### src/rtl/pmd_pkg.sv
/*
  pmd_pkg: constants shared by the transceiver end and the MAC end of
  the MAC data interface.
  Assumes a single 100 MHz system clock on both ends.
*/
package pmd_pkg;
  // interface forms, selected by the strap at reset
  localparam logic [1:0] FORM_NIB    = 2'h0;
  localparam logic [1:0] FORM_RED    = 2'h1;
  localparam logic [1:0] FORM_SERIAL = 2'h2;

  // system clock
  localparam int unsigned CLK_MHZ = 100;

  // link clock rates in kHz
  localparam int unsigned NIB_FAST_KHZ  = 25000;
  localparam int unsigned NIB_SLOW_KHZ  = 2500;
  localparam int unsigned SERIAL_KHZ    = 10000;
  localparam int unsigned REF_RED_KHZ   = 50000;

  // half periods in system cycles
  localparam int unsigned HALF_NIB_FAST = (CLK_MHZ * 1000) / (2 * NIB_FAST_KHZ);
  localparam int unsigned HALF_NIB_SLOW = (CLK_MHZ * 1000) / (2 * NIB_SLOW_KHZ);
  localparam int unsigned HALF_SERIAL   = (CLK_MHZ * 1000) / (2 * SERIAL_KHZ);
  localparam int unsigned HALF_RED      = (CLK_MHZ * 1000) / (2 * REF_RED_KHZ);

  // heartbeat pulse, printed as 1 us
  localparam int unsigned SQE_NS     = 1000;
  localparam int unsigned SQE_CYCLES = (SQE_NS * CLK_MHZ + 999) / 1000;

  localparam int unsigned DIV_W = 8;
  localparam int unsigned SQE_W = 8;
endpackage

### src/rtl/pmd_if.sv
/*
  pmd_if: MAC data interface wires between transceiver and MAC.
  Assumes both ends on one system clock; link clocks are sampled data.
*/
`timescale 1ns/1ps
interface pmd_if;
  logic       tx_clk;
  logic       rx_clk;
  logic       ref_clk;
  logic       tx_en;
  logic [3:0] txd;
  logic [3:0] rxd;
  logic       rx_dv;
  logic       rx_er;
  logic       crs;
  logic       col;

  modport phy (output tx_clk, output rx_clk, output ref_clk, input tx_en, input txd,
               output rxd, output rx_dv, output rx_er, output crs, output col);
  modport mac (input tx_clk, input rx_clk, input ref_clk, output tx_en, output txd,
               input rxd, input rx_dv, input rx_er, input crs, input col);
endinterface

### src/rtl/pmd_clkdiv.sv
/*
  pmd_clkdiv: square wave divider with a rising edge strobe.
  Assumes a half period of at least one system cycle.
*/
`timescale 1ns/1ps
module pmd_clkdiv #(
  parameter int unsigned W = 8
) (
  // clock and reset
  input  wire logic         i_clk,
  input  wire logic         i_rst,
  // control
  input  wire logic [W-1:0] i_half,
  // outputs
  output logic              o_clk,
  output logic              o_rise
);
  typedef struct packed {
    logic [W-1:0] cnt;
    logic         lvl;
    logic         rise;
  } pmd_div_s;

  pmd_div_s s_q;
  pmd_div_s s_d;

  always_comb begin
    s_d      = s_q;
    s_d.rise = 1'b0;
    if (s_q.cnt + 1'b1 >= i_half) begin
      s_d.cnt  = '0;
      s_d.lvl  = ~s_q.lvl;
      s_d.rise = ~s_q.lvl;
    end else begin
      s_d.cnt = W'(s_q.cnt + 1'b1);
    end
  end

  always_ff @(posedge i_clk or posedge i_rst) begin
    if (i_rst) begin
      s_q <= '0;
    end else begin
      s_q <= s_d;
    end
  end

  assign o_clk  = s_q.lvl;
  assign o_rise = s_q.rise;
endmodule

### src/rtl/pmd_phy.sv
/*
  pmd_phy: transceiver end of the MAC data interface in nibble, reduced
  and serial forms. Line side is a plain user port: received units with
  valid, error and carrier; transmitted units come out with their enable.
  Assumes tx_en and txd from the MAC are launched on the clock it sees.
*/
// Functional notes
// - nibble tx clock 25 or 2.5 MHz
// - reduced form times both on reference
// - serial tx clock 10 MHz for MAC
// - MAC enable high exactly with valid data
// - reduced tx sampled on reference, nibble on tx clock
// - nibble rx clock 25 or 2.5 MHz
// - serial rx clock 10 MHz
// - nibble rx data valid only when valid
// - reduced data valid independent of carrier
// - nibble rx error on bad symbol
// - reduced rx error on media error
// - corrupt delivered data on receive error
// - reduced two rx bits on reference
// - serial uses rx bit 0 only
// - carrier high while medium non-idle
// - reduced combined carrier and data valid
// - collision on simultaneous tx and rx
// - heartbeat pulse about 1 us after transmit
// - full duplex holds collision low
// - reduced MAC derives collision itself
// - default nibble form via strap pulldown
`timescale 1ns/1ps
module pmd_phy
  import pmd_pkg::*;
#(
  parameter int unsigned SQE_LEN = SQE_CYCLES
) (
  // clock and reset
  input  wire logic       i_clk,
  input  wire logic       i_rst,
  // configuration
  input  wire logic       i_strap_red,
  input  wire logic       i_strap_serial,
  input  wire logic       i_fast,
  input  wire logic       i_full_duplex,
  input  wire logic       i_heartbeat_en,
  // line side receive
  input  wire logic [3:0] i_line_rxd,
  input  wire logic       i_line_rx_valid,
  input  wire logic       i_line_rx_err,
  input  wire logic       i_line_carrier,
  // line side transmit and form
  output logic [3:0]      o_line_txd,
  output logic            o_line_tx_valid,
  output logic [1:0]      o_form,
  // link
  pmd_if.phy              lnk
);
  typedef enum logic [2:0] {
    ST_STRAP = 3'h1,
    ST_RUN   = 3'h2,
    ST_HOLD  = 3'h4
  } pmd_st_e;

  typedef struct packed {
    pmd_st_e      st;
    logic [1:0]   form;
    logic [3:0]   ltxd;
    logic         ltxv;
    logic         txen_prev;
    logic [SQE_W-1:0] sqe;
    logic [3:0]   rxd;
    logic         rx_dv;
    logic         rx_er;
    logic         crs;
    logic         col;
    logic         link_clk;
    logic         ref_clk;
    logic         col_pin;
  } pmd_phy_s;

  pmd_phy_s s_q;
  pmd_phy_s s_d;

  logic             tclk;
  logic             trise;
  logic [DIV_W-1:0] half;

  always_comb begin
    half = DIV_W'(HALF_NIB_FAST);
    if (s_q.form == FORM_SERIAL) begin
      half = DIV_W'(HALF_SERIAL);
    end else if (s_q.form == FORM_RED) begin
      half = DIV_W'(HALF_RED);
    end else if (!i_fast) begin
      half = DIV_W'(HALF_NIB_SLOW);
    end
  end

  pmd_clkdiv #(.W(DIV_W)) u_div (
    .i_clk  (i_clk),
    .i_rst  (i_rst),
    .i_half (half),
    .o_clk  (tclk),
    .o_rise (trise)
  );

  always_comb begin
    s_d      = s_q;
    s_d.ltxv = 1'b0;
    case (s_q.st)
      ST_STRAP: begin
        s_d.form = i_strap_serial ? FORM_SERIAL : (i_strap_red ? FORM_RED : FORM_NIB);
        s_d.st   = ST_RUN;
      end
      ST_RUN, ST_HOLD: begin
        s_d.st = ST_RUN;
        // heartbeat countdown; a new start below wins
        if (s_q.sqe != '0) begin
          s_d.sqe = SQE_W'(s_q.sqe - 1'b1);
          s_d.st  = ST_HOLD;
        end
        if (trise) begin
          // sample transmit side on link clock edge
          s_d.txen_prev = lnk.tx_en;
          s_d.ltxv      = lnk.tx_en;
          case (s_q.form)
            FORM_RED:    s_d.ltxd = {2'h0, lnk.txd[1:0]};
            FORM_SERIAL: s_d.ltxd = {3'h0, lnk.txd[0]};
            default:     s_d.ltxd = lnk.txd;
          endcase
          s_d.rxd = i_line_rx_err ? ~i_line_rxd : i_line_rxd;
          s_d.crs = i_line_carrier;
          case (s_q.form)
            FORM_RED: begin
              s_d.rxd   = {2'h0, s_d.rxd[1:0]};
              s_d.rx_dv = i_line_rx_valid;
              // media error while valid at 100
              s_d.rx_er = i_fast & i_line_rx_err & i_line_rx_valid;
              s_d.crs   = i_line_carrier | i_line_rx_valid;
              // no collision pin in reduced form
              s_d.col   = 1'b0;
            end
            FORM_SERIAL: begin
              // bit 0 only, no valid or error
              s_d.rxd   = {3'h0, s_d.rxd[0]};
              s_d.rx_dv = 1'b0;
              s_d.rx_er = 1'b0;
            end
            default: begin
              s_d.rx_dv = i_line_rx_valid;
              // bad symbol inside packet at 100
              s_d.rx_er = i_fast & i_line_rx_err & i_line_rx_valid;
            end
          endcase
          if (s_q.form != FORM_RED) begin
            s_d.col = ~i_full_duplex & lnk.tx_en & i_line_carrier;
          end
          // heartbeat after transmit end at 10
          if (s_q.txen_prev && !lnk.tx_en && !i_fast && i_heartbeat_en && !i_full_duplex &&
              s_q.form == FORM_NIB) begin
            s_d.sqe = SQE_W'(SQE_LEN);
          end
        end
        if (i_full_duplex) begin
          s_d.sqe = '0;
          s_d.col = 1'b0;
        end
      end
      default: s_d.st = ST_STRAP;
    endcase
    // reduced form quiets tx and rx clocks
    // unused pins of other forms held low
    s_d.link_clk = (s_d.form != FORM_RED) & tclk;
    // rx clock mirrors tx clock rate
    // serial rx clock at 10 MHz
    s_d.ref_clk  = (s_d.form == FORM_RED) & tclk;
    s_d.col_pin  = s_d.col | (s_d.sqe != '0);
  end

  always_ff @(posedge i_clk or posedge i_rst) begin
    if (i_rst) begin
      s_q      <= '0;
      s_q.st   <= ST_STRAP;
      s_q.form <= FORM_NIB;
    end else begin
      s_q <= s_d;
    end
  end

  // serial tx clock driven to MAC
  assign lnk.tx_clk  = s_q.link_clk;
  assign lnk.rx_clk  = s_q.link_clk;
  assign lnk.ref_clk = s_q.ref_clk;
  assign lnk.crs    = s_q.crs;
  assign lnk.rxd    = s_q.rxd;
  assign lnk.rx_dv  = s_q.rx_dv;
  assign lnk.rx_er  = s_q.rx_er;
  assign lnk.col    = s_q.col_pin;
  assign o_line_txd      = s_q.ltxd;
  assign o_line_tx_valid = s_q.ltxv;
  assign o_form          = s_q.form;
endmodule

### src/flat_wrapper.sv
// flat-port wrapper written by rule: the top's interface ports become plain ports
module pmd_phy_flat import pmd_pkg::*;
#(
  parameter int unsigned SQE_LEN = SQE_CYCLES
)
  (i_clk, i_rst, i_strap_red, i_strap_serial, i_fast, i_full_duplex, i_heartbeat_en, i_line_rxd, i_line_rx_valid, i_line_rx_err, i_line_carrier, o_line_txd, o_line_tx_valid, o_form, lnk_tx_clk, lnk_rx_clk, lnk_ref_clk, lnk_tx_en, lnk_txd, lnk_rxd, lnk_rx_dv, lnk_rx_er, lnk_crs, lnk_col);
  pmd_if lnk_i ();
  input  wire logic i_clk;
  input  wire logic i_rst;
  input  wire logic i_strap_red;
  input  wire logic i_strap_serial;
  input  wire logic i_fast;
  input  wire logic i_full_duplex;
  input  wire logic i_heartbeat_en;
  input  wire logic [3:0] i_line_rxd;
  input  wire logic i_line_rx_valid;
  input  wire logic i_line_rx_err;
  input  wire logic i_line_carrier;
  output logic [3:0] o_line_txd;
  output logic o_line_tx_valid;
  output logic [1:0] o_form;
  output wire logic [$bits(lnk_i.tx_clk)-1:0] lnk_tx_clk;
  output wire logic [$bits(lnk_i.rx_clk)-1:0] lnk_rx_clk;
  output wire logic [$bits(lnk_i.ref_clk)-1:0] lnk_ref_clk;
  input wire logic [$bits(lnk_i.tx_en)-1:0] lnk_tx_en;
  input wire logic [$bits(lnk_i.txd)-1:0] lnk_txd;
  output wire logic [$bits(lnk_i.rxd)-1:0] lnk_rxd;
  output wire logic [$bits(lnk_i.rx_dv)-1:0] lnk_rx_dv;
  output wire logic [$bits(lnk_i.rx_er)-1:0] lnk_rx_er;
  output wire logic [$bits(lnk_i.crs)-1:0] lnk_crs;
  output wire logic [$bits(lnk_i.col)-1:0] lnk_col;
  assign lnk_tx_clk = lnk_i.tx_clk;
  assign lnk_rx_clk = lnk_i.rx_clk;
  assign lnk_ref_clk = lnk_i.ref_clk;
  assign lnk_i.tx_en = lnk_tx_en;
  assign lnk_i.txd = lnk_txd;
  assign lnk_rxd = lnk_i.rxd;
  assign lnk_rx_dv = lnk_i.rx_dv;
  assign lnk_rx_er = lnk_i.rx_er;
  assign lnk_crs = lnk_i.crs;
  assign lnk_col = lnk_i.col;
  pmd_phy #(.SQE_LEN(SQE_LEN)) u_core (.i_clk(i_clk), .i_rst(i_rst), .i_strap_red(i_strap_red), .i_strap_serial(i_strap_serial), .i_fast(i_fast), .i_full_duplex(i_full_duplex), .i_heartbeat_en(i_heartbeat_en), .i_line_rxd(i_line_rxd), .i_line_rx_valid(i_line_rx_valid), .i_line_rx_err(i_line_rx_err), .i_line_carrier(i_line_carrier), .o_line_txd(o_line_txd), .o_line_tx_valid(o_line_tx_valid), .o_form(o_form), .lnk(lnk_i));
endmodule
### config.mk
export PLATFORM = sky130hd
export DESIGN_NAME = pmd_phy_flat
export DESIGN_NICKNAME = d
export VERILOG_FILES = /design/src/rtl/pmd_pkg.sv /design/src/rtl/pmd_if.sv /design/src/rtl/pmd_clkdiv.sv /design/src/rtl/pmd_phy.sv /design/src/flat_wrapper.sv
export SDC_FILE = /design/constraint.sdc
export NUM_CORES = 1
export LEC_CHECK = 0
export BUFFER_PORTS_ARGS = -buffer_cell sky130_fd_sc_hd__buf_2
export CAP_MARGIN = 10
export CORE_ASPECT_RATIO = 0.7
export CORE_UTILIZATION = 35
export DETAILED_ROUTE_END_ITERATION = 8
export SLEW_MARGIN = 30
export SYNTH_ARGS = -nofsm -noshare
export SYNTH_HDL_FRONTEND = slang
export SYNTH_SLANG_ARGS = --single-unit
export TNS_END_PERCENT = 1
### constraint.sdc
create_clock -name i_clk -period 2.44 [get_ports i_clk]
set_input_delay 0.244 -clock i_clk [delete_from_list [all_inputs] [get_ports i_clk]]
set_output_delay 0.244 -clock i_clk [all_outputs]
set_load 0.005 [all_outputs]
# == Word level (Yosys, flattened, before mapping) ==
# Cells that the tools add are included.
# word_totals
input_bits,19
regBits,40
elab_cells,74
out_inout_bits,18
# op_classes
n_eq_ne,8
reduce_logical,13
addsub,2
n_lt_le_gt_ge,1
bitwise_logic,11
n_mux,22
# ops
cell,n
$mux 8,6
$mux 18,2
$pmux 4 s2,2
$reduce_bool 8->1,2
$add 8x1->8 const B,1
$ge 8x8->1,1
$mux 2,4
$sub 8x1->8 const B,1
$and 1x1->1,6
$pmux 3 s2,1
$logic_and 1x1->1,5
$mux 5,1
$eq 2x1->1 const B,2
$mux 1,4
$mux 4,1
$ne 2x1->1 const B,2
$not 4->4,1
$eq 3x1->1 const B,1
$eq 3x2->1 const B,1
$eq 3x3->1 const B,1
$logic_not 1->1,3
$mux 3,1
$eq 2x2->1 const B,1
$logic_not 2->1,1
4 further kinds,6

# == Longest topological paths before layout ==
# depth
ltp_word,12
depth_mapped,10

# == Hierarchy ==
# From an unflattened synthesis, not the netlist that was laid out.
# hier_totals
hier_cells,234
hier_area_um2,2267.2
# modules_own_cells
module,seq_area_each_um2,n_inst,cells_per_inst,area_per_inst_um2
pmd_phy,752.0,1,170,1632.8
pmd_clkdiv,250.2,1,64,634.4

# == Worst setup path after synthesis ==
# Ideal clock, no wire load.
# synth_timing
kind,register to register
start,reg u_core.s_q[15] in the netlist's numbering
end,"reg u_core.s_q, in the netlist u_core.lnk.col"
required_time_ps,2307
path_stages_with_launch,9
setup_time_ps,133
slack_ps,305
path_buffers,2
t_arrival_ps,2002
period_less_slack_ps,2135
cell_sequence,dfrtp_1 > buf_6 > or4_4 > or3_1 > buf_6 > a31oi_4 > o31ai_2 > nor4_2 > nand3_1
# synth_rtl
element,line_no,source
start: declaration,pmd_phy.sv:79,pmd_phy_s s_q;

==> metrics.md <==
| Metric | Value |
|---|---|
| Element type at the critical path start | `flip-flop` |
| Post-DRT Antenna Nets | `0` |
| Final worst-path cycle share | `91.7%` |
| Crit. End Element | `flip-flop` |
| Area grow syn2layout | `14.7%` |
| Die Y-Extent | `66.9 microns` |
| Clock Tree Buf Depth | `2` |
| Row cnt | `23` |
| GP Congestion | `0.812` |
| First-pass GRT wire length | `7360 microns` |
| Number of diodes | `0` |
| Critical Path, Cell by Cell | `or4_4 > or3_1 > and2_1 > o32ai_1 > nand3_1` |
| Slew at the pin closest to its max-slew limit | `595 ps` |
| Fin nets | `282` |
| Slew headroom | `60.2%` |
| Warnings, synthesis | `0` |
| Wl on met1 | `2360 microns` |
| HPWL Detailed | `3280 microns` |
| WP data required | `2600 ps` |
| Global-route usage over all layers | `15.6%` |
| Layout cells sized above 1 | `24.4%` |
| Power Dens Cells | `1100 nW/um^2` |
| HP Class | `primary input to async pin` |
| Placed cells | `322` |
| Mean post-synth cell area | `9.66 sq um` |
| Worst Path Buf+Inv | `0` |
| Clock Pin Slew Worst Setup and Hold Paths | `80 ps` |
| CTS sink count | `40` |
| Sequential share of the synthesized area | `47.6%` |
| P_leak | `1.15 nW` |
| Vias in the first global route | `1532` |
| Num ports | `37` |
| Synthesis-stage register bit count | `40` |
| Core Area | `5760 sq um` |
| Die area | `6340 sq um` |
| Worst-Skew Late Latency | `290 ps` |
| Remaining Overflow, GRT | `0` |
| IR drop worst, VDD | `0.000341 V` |
| Fin Setup TNS | `0 ps` |
| CTS tree | `built` |
| Most frequent cell after synthesis | `dfrtp_1` |
| FMAX | `447 MHz` |
| Final wirelength | `4380 microns` |
| Max-cap violations | `0` |
| Final Slew Violations | `0` |
| Post-synth top cells | `39 x dfrtp_1, 23 x nand2_1, 18 x o21ai_0` |
| RSZ-0062 raised after global routing | `false` |
| Htree depth | `2` |
| Top_reg_cell synth | `dfrtp_1` |
| Met3 wire length | `265 microns` |
| CP max stage cell | `or4_4` |
| TritonCTS buffer count | `5` |
| Mapped Cells | `218` |
| CP Class | `flip-flop to flip-flop` |
| Library cells used by synthesis | `40` |
| DR pass1 iterations | `4` |
| Post-synthesis async set-or-reset flop share | `100%` |
| Tmin final | `2240 ps` |
| Synth top area cells | `dfrtp_1 46%, ha_1 5.3%, o21ai_0 4.3%, nand2_1 4.1%, buf_4 3.9%` |
| DR vias | `1591` |
| DR vias/cell | `4.84` |
| Crit path arrival time | `2400 ps` |
| Max incr delay on CP | `550 ps` |
| Synth area leader | `dfrtp_1` |
| Final setup fails | `0` |
| Buffers added on ports | `36` |
| Hold Slack | `70.2 ps` |
| Drt drc | `0` |
| Die W | `94.7 microns` |
| # Post-CTS Setup Buffers | `0` |
| Final Hold Vio Count | `0` |
| Starting Density | `36.6%` |
| Status | `finished, final reports clean` |
| Initial antenna violation count | `0` |
| Synth Cell Area | `2110 sq um` |
| Clock skew | `6.37 ps` |
| Post-DR wirelength/cell | `13.3 microns` |
| First DRT Iteration DRCs | `76` |
| EDFF count, synth | `0` |
| Post-Layout Cell Count | `329` |
| Critical path peak fanout | `4` |
| Routed wl met2 | `1720 microns` |
| Top sig layer | `met4` |
| Largest net degree at the start of global routing | `41` |
| CP top delay family | `simple AND/OR/NAND/NOR gates` |
| Root Buffer | `clkbuf_8` |
| Synth top area share | `46.3%` |
## cells by family (layout without fill, tap and decap cells)
group	count (synthesis)	in the layout	share of synthesized area (%)
AO/OA/AOI/OAI	50	50	15.7
XOR/XNOR	11	11	4.58
adder cells (fa/ha/maj)	9	9	5.35
buffers and inverters	31	65	8.26
flip-flops	40	40	47.6
multiplexers	1	1	0.535
other	1	3	0.178
AND/OR/NAND/NOR	75	75	17.8
## worst register-to-register path, cell delays in order (launching register included)
cell     delay [ps]
dfrtp_1         400
or4_4           550
or3_1           470
and2_1          220
o32ai_1         330
nand3_1         140
## timing repair
item,CTS,global route
endpoints found under the setup margin,0,1
hold endpoints to repair,0,0
gates resized for setup,0,1
hold buffers,0,0
## per-stage QoR
step	total power, mW	util [%]	instance area (sq um)	setup WS, ps
floorplan	1.94	-	2110	305
global placement	2.22	40.5	2330	255
detailed placement	2.24	40.5	2330	183
CTS	2.67	41.9	2410	166
global route	2.89	42.0	2420	25.5
finish	2.65	42.0	2420	202
## report_power, final
part           leakage (nW)  switching (mW)  internal (mW)
logic                 0.602           0.664          0.535
clock network        0.0410           0.222          0.195
registers             0.507           0.142          0.890
## path summary, 6_finish.rpt
kind	from	end	slack, ps	cells after the start
min in group i_clk	lnk_txd[0]	u_core.o_line_txd[0]	180	2
worst min register to register	u_core.u_div.o_clk	u_core.u_div.o_rise	480	1
max in group asynchronous	i_rst	u_core.s_q[27]	2010	3
worst max register to register	u_core.s_q[17]	u_core.lnk.col	200	5
worst max-delay path	u_core.s_q[17]	u_core.lnk.col	200	5
worst min-delay path	i_rst	u_core.s_q[11]	70	3
## cell usage in the layout, fill, tap and decap left out, types with 2 or more instances in the layout
master,instances
o21ai_0,18
xnor2_1,8
nor3b_1,2
o21ai_1,2
nand3b_1,2
conb_1,3
o32ai_1,2
nand3_1,5
a32o_1,2
nand2b_1,5
a21oi_1,8
o31ai_1,8
inv_1,12
xor2_1,3
dfrtp_1,39
nor2_1,17
clkbuf_8,5
or2_2,3
nand2_1,23
a31oi_1,3
o41ai_1,2
nor2b_1,5
buf_4,10
nor3_1,2
or3_1,3
and3_1,3
ha_1,9
buf_2,36
## flip-flops by register name, summed over array words and instances (netlist names)
| signal | flops |
|---|---|
| u_core.lnk.col | 1 |
| u_core.lnk.crs | 1 |
| u_core.lnk.ref_clk | 1 |
| u_core.lnk.rx_clk | 1 |
| u_core.lnk.rx_dv | 1 |
| u_core.lnk.rx_er | 1 |
| u_core.lnk.rxd | 4 |
| u_core.o_form | 2 |
| u_core.o_line_tx_valid | 1 |
| u_core.o_line_txd | 4 |
| u_core.s_q | 13 |
| u_core.u_div.o_clk | 1 |
| u_core.u_div.o_rise | 1 |
| u_core.u_div.s_q | 8 |
## final cells by class
class,instances,area [sq um]
fillers,591,3340
flip-flops and latches,40,1000
multi-input cells,149,942
repair buffers,46,255
well taps,75,93.8
clock buffers,6,72.6
inverters,12,45.0
clock inverters,1,5.00
## metal layers
metal | up-vias | GRT usage [%]
met4 | 0 | 4.55
met1 | 738 | 22.4
met2 | 44 | 21.7
li1 | 804 | -
met5 | - | 0
met3 | 5 | 5.37
Power figures use the tool's default switching activity.
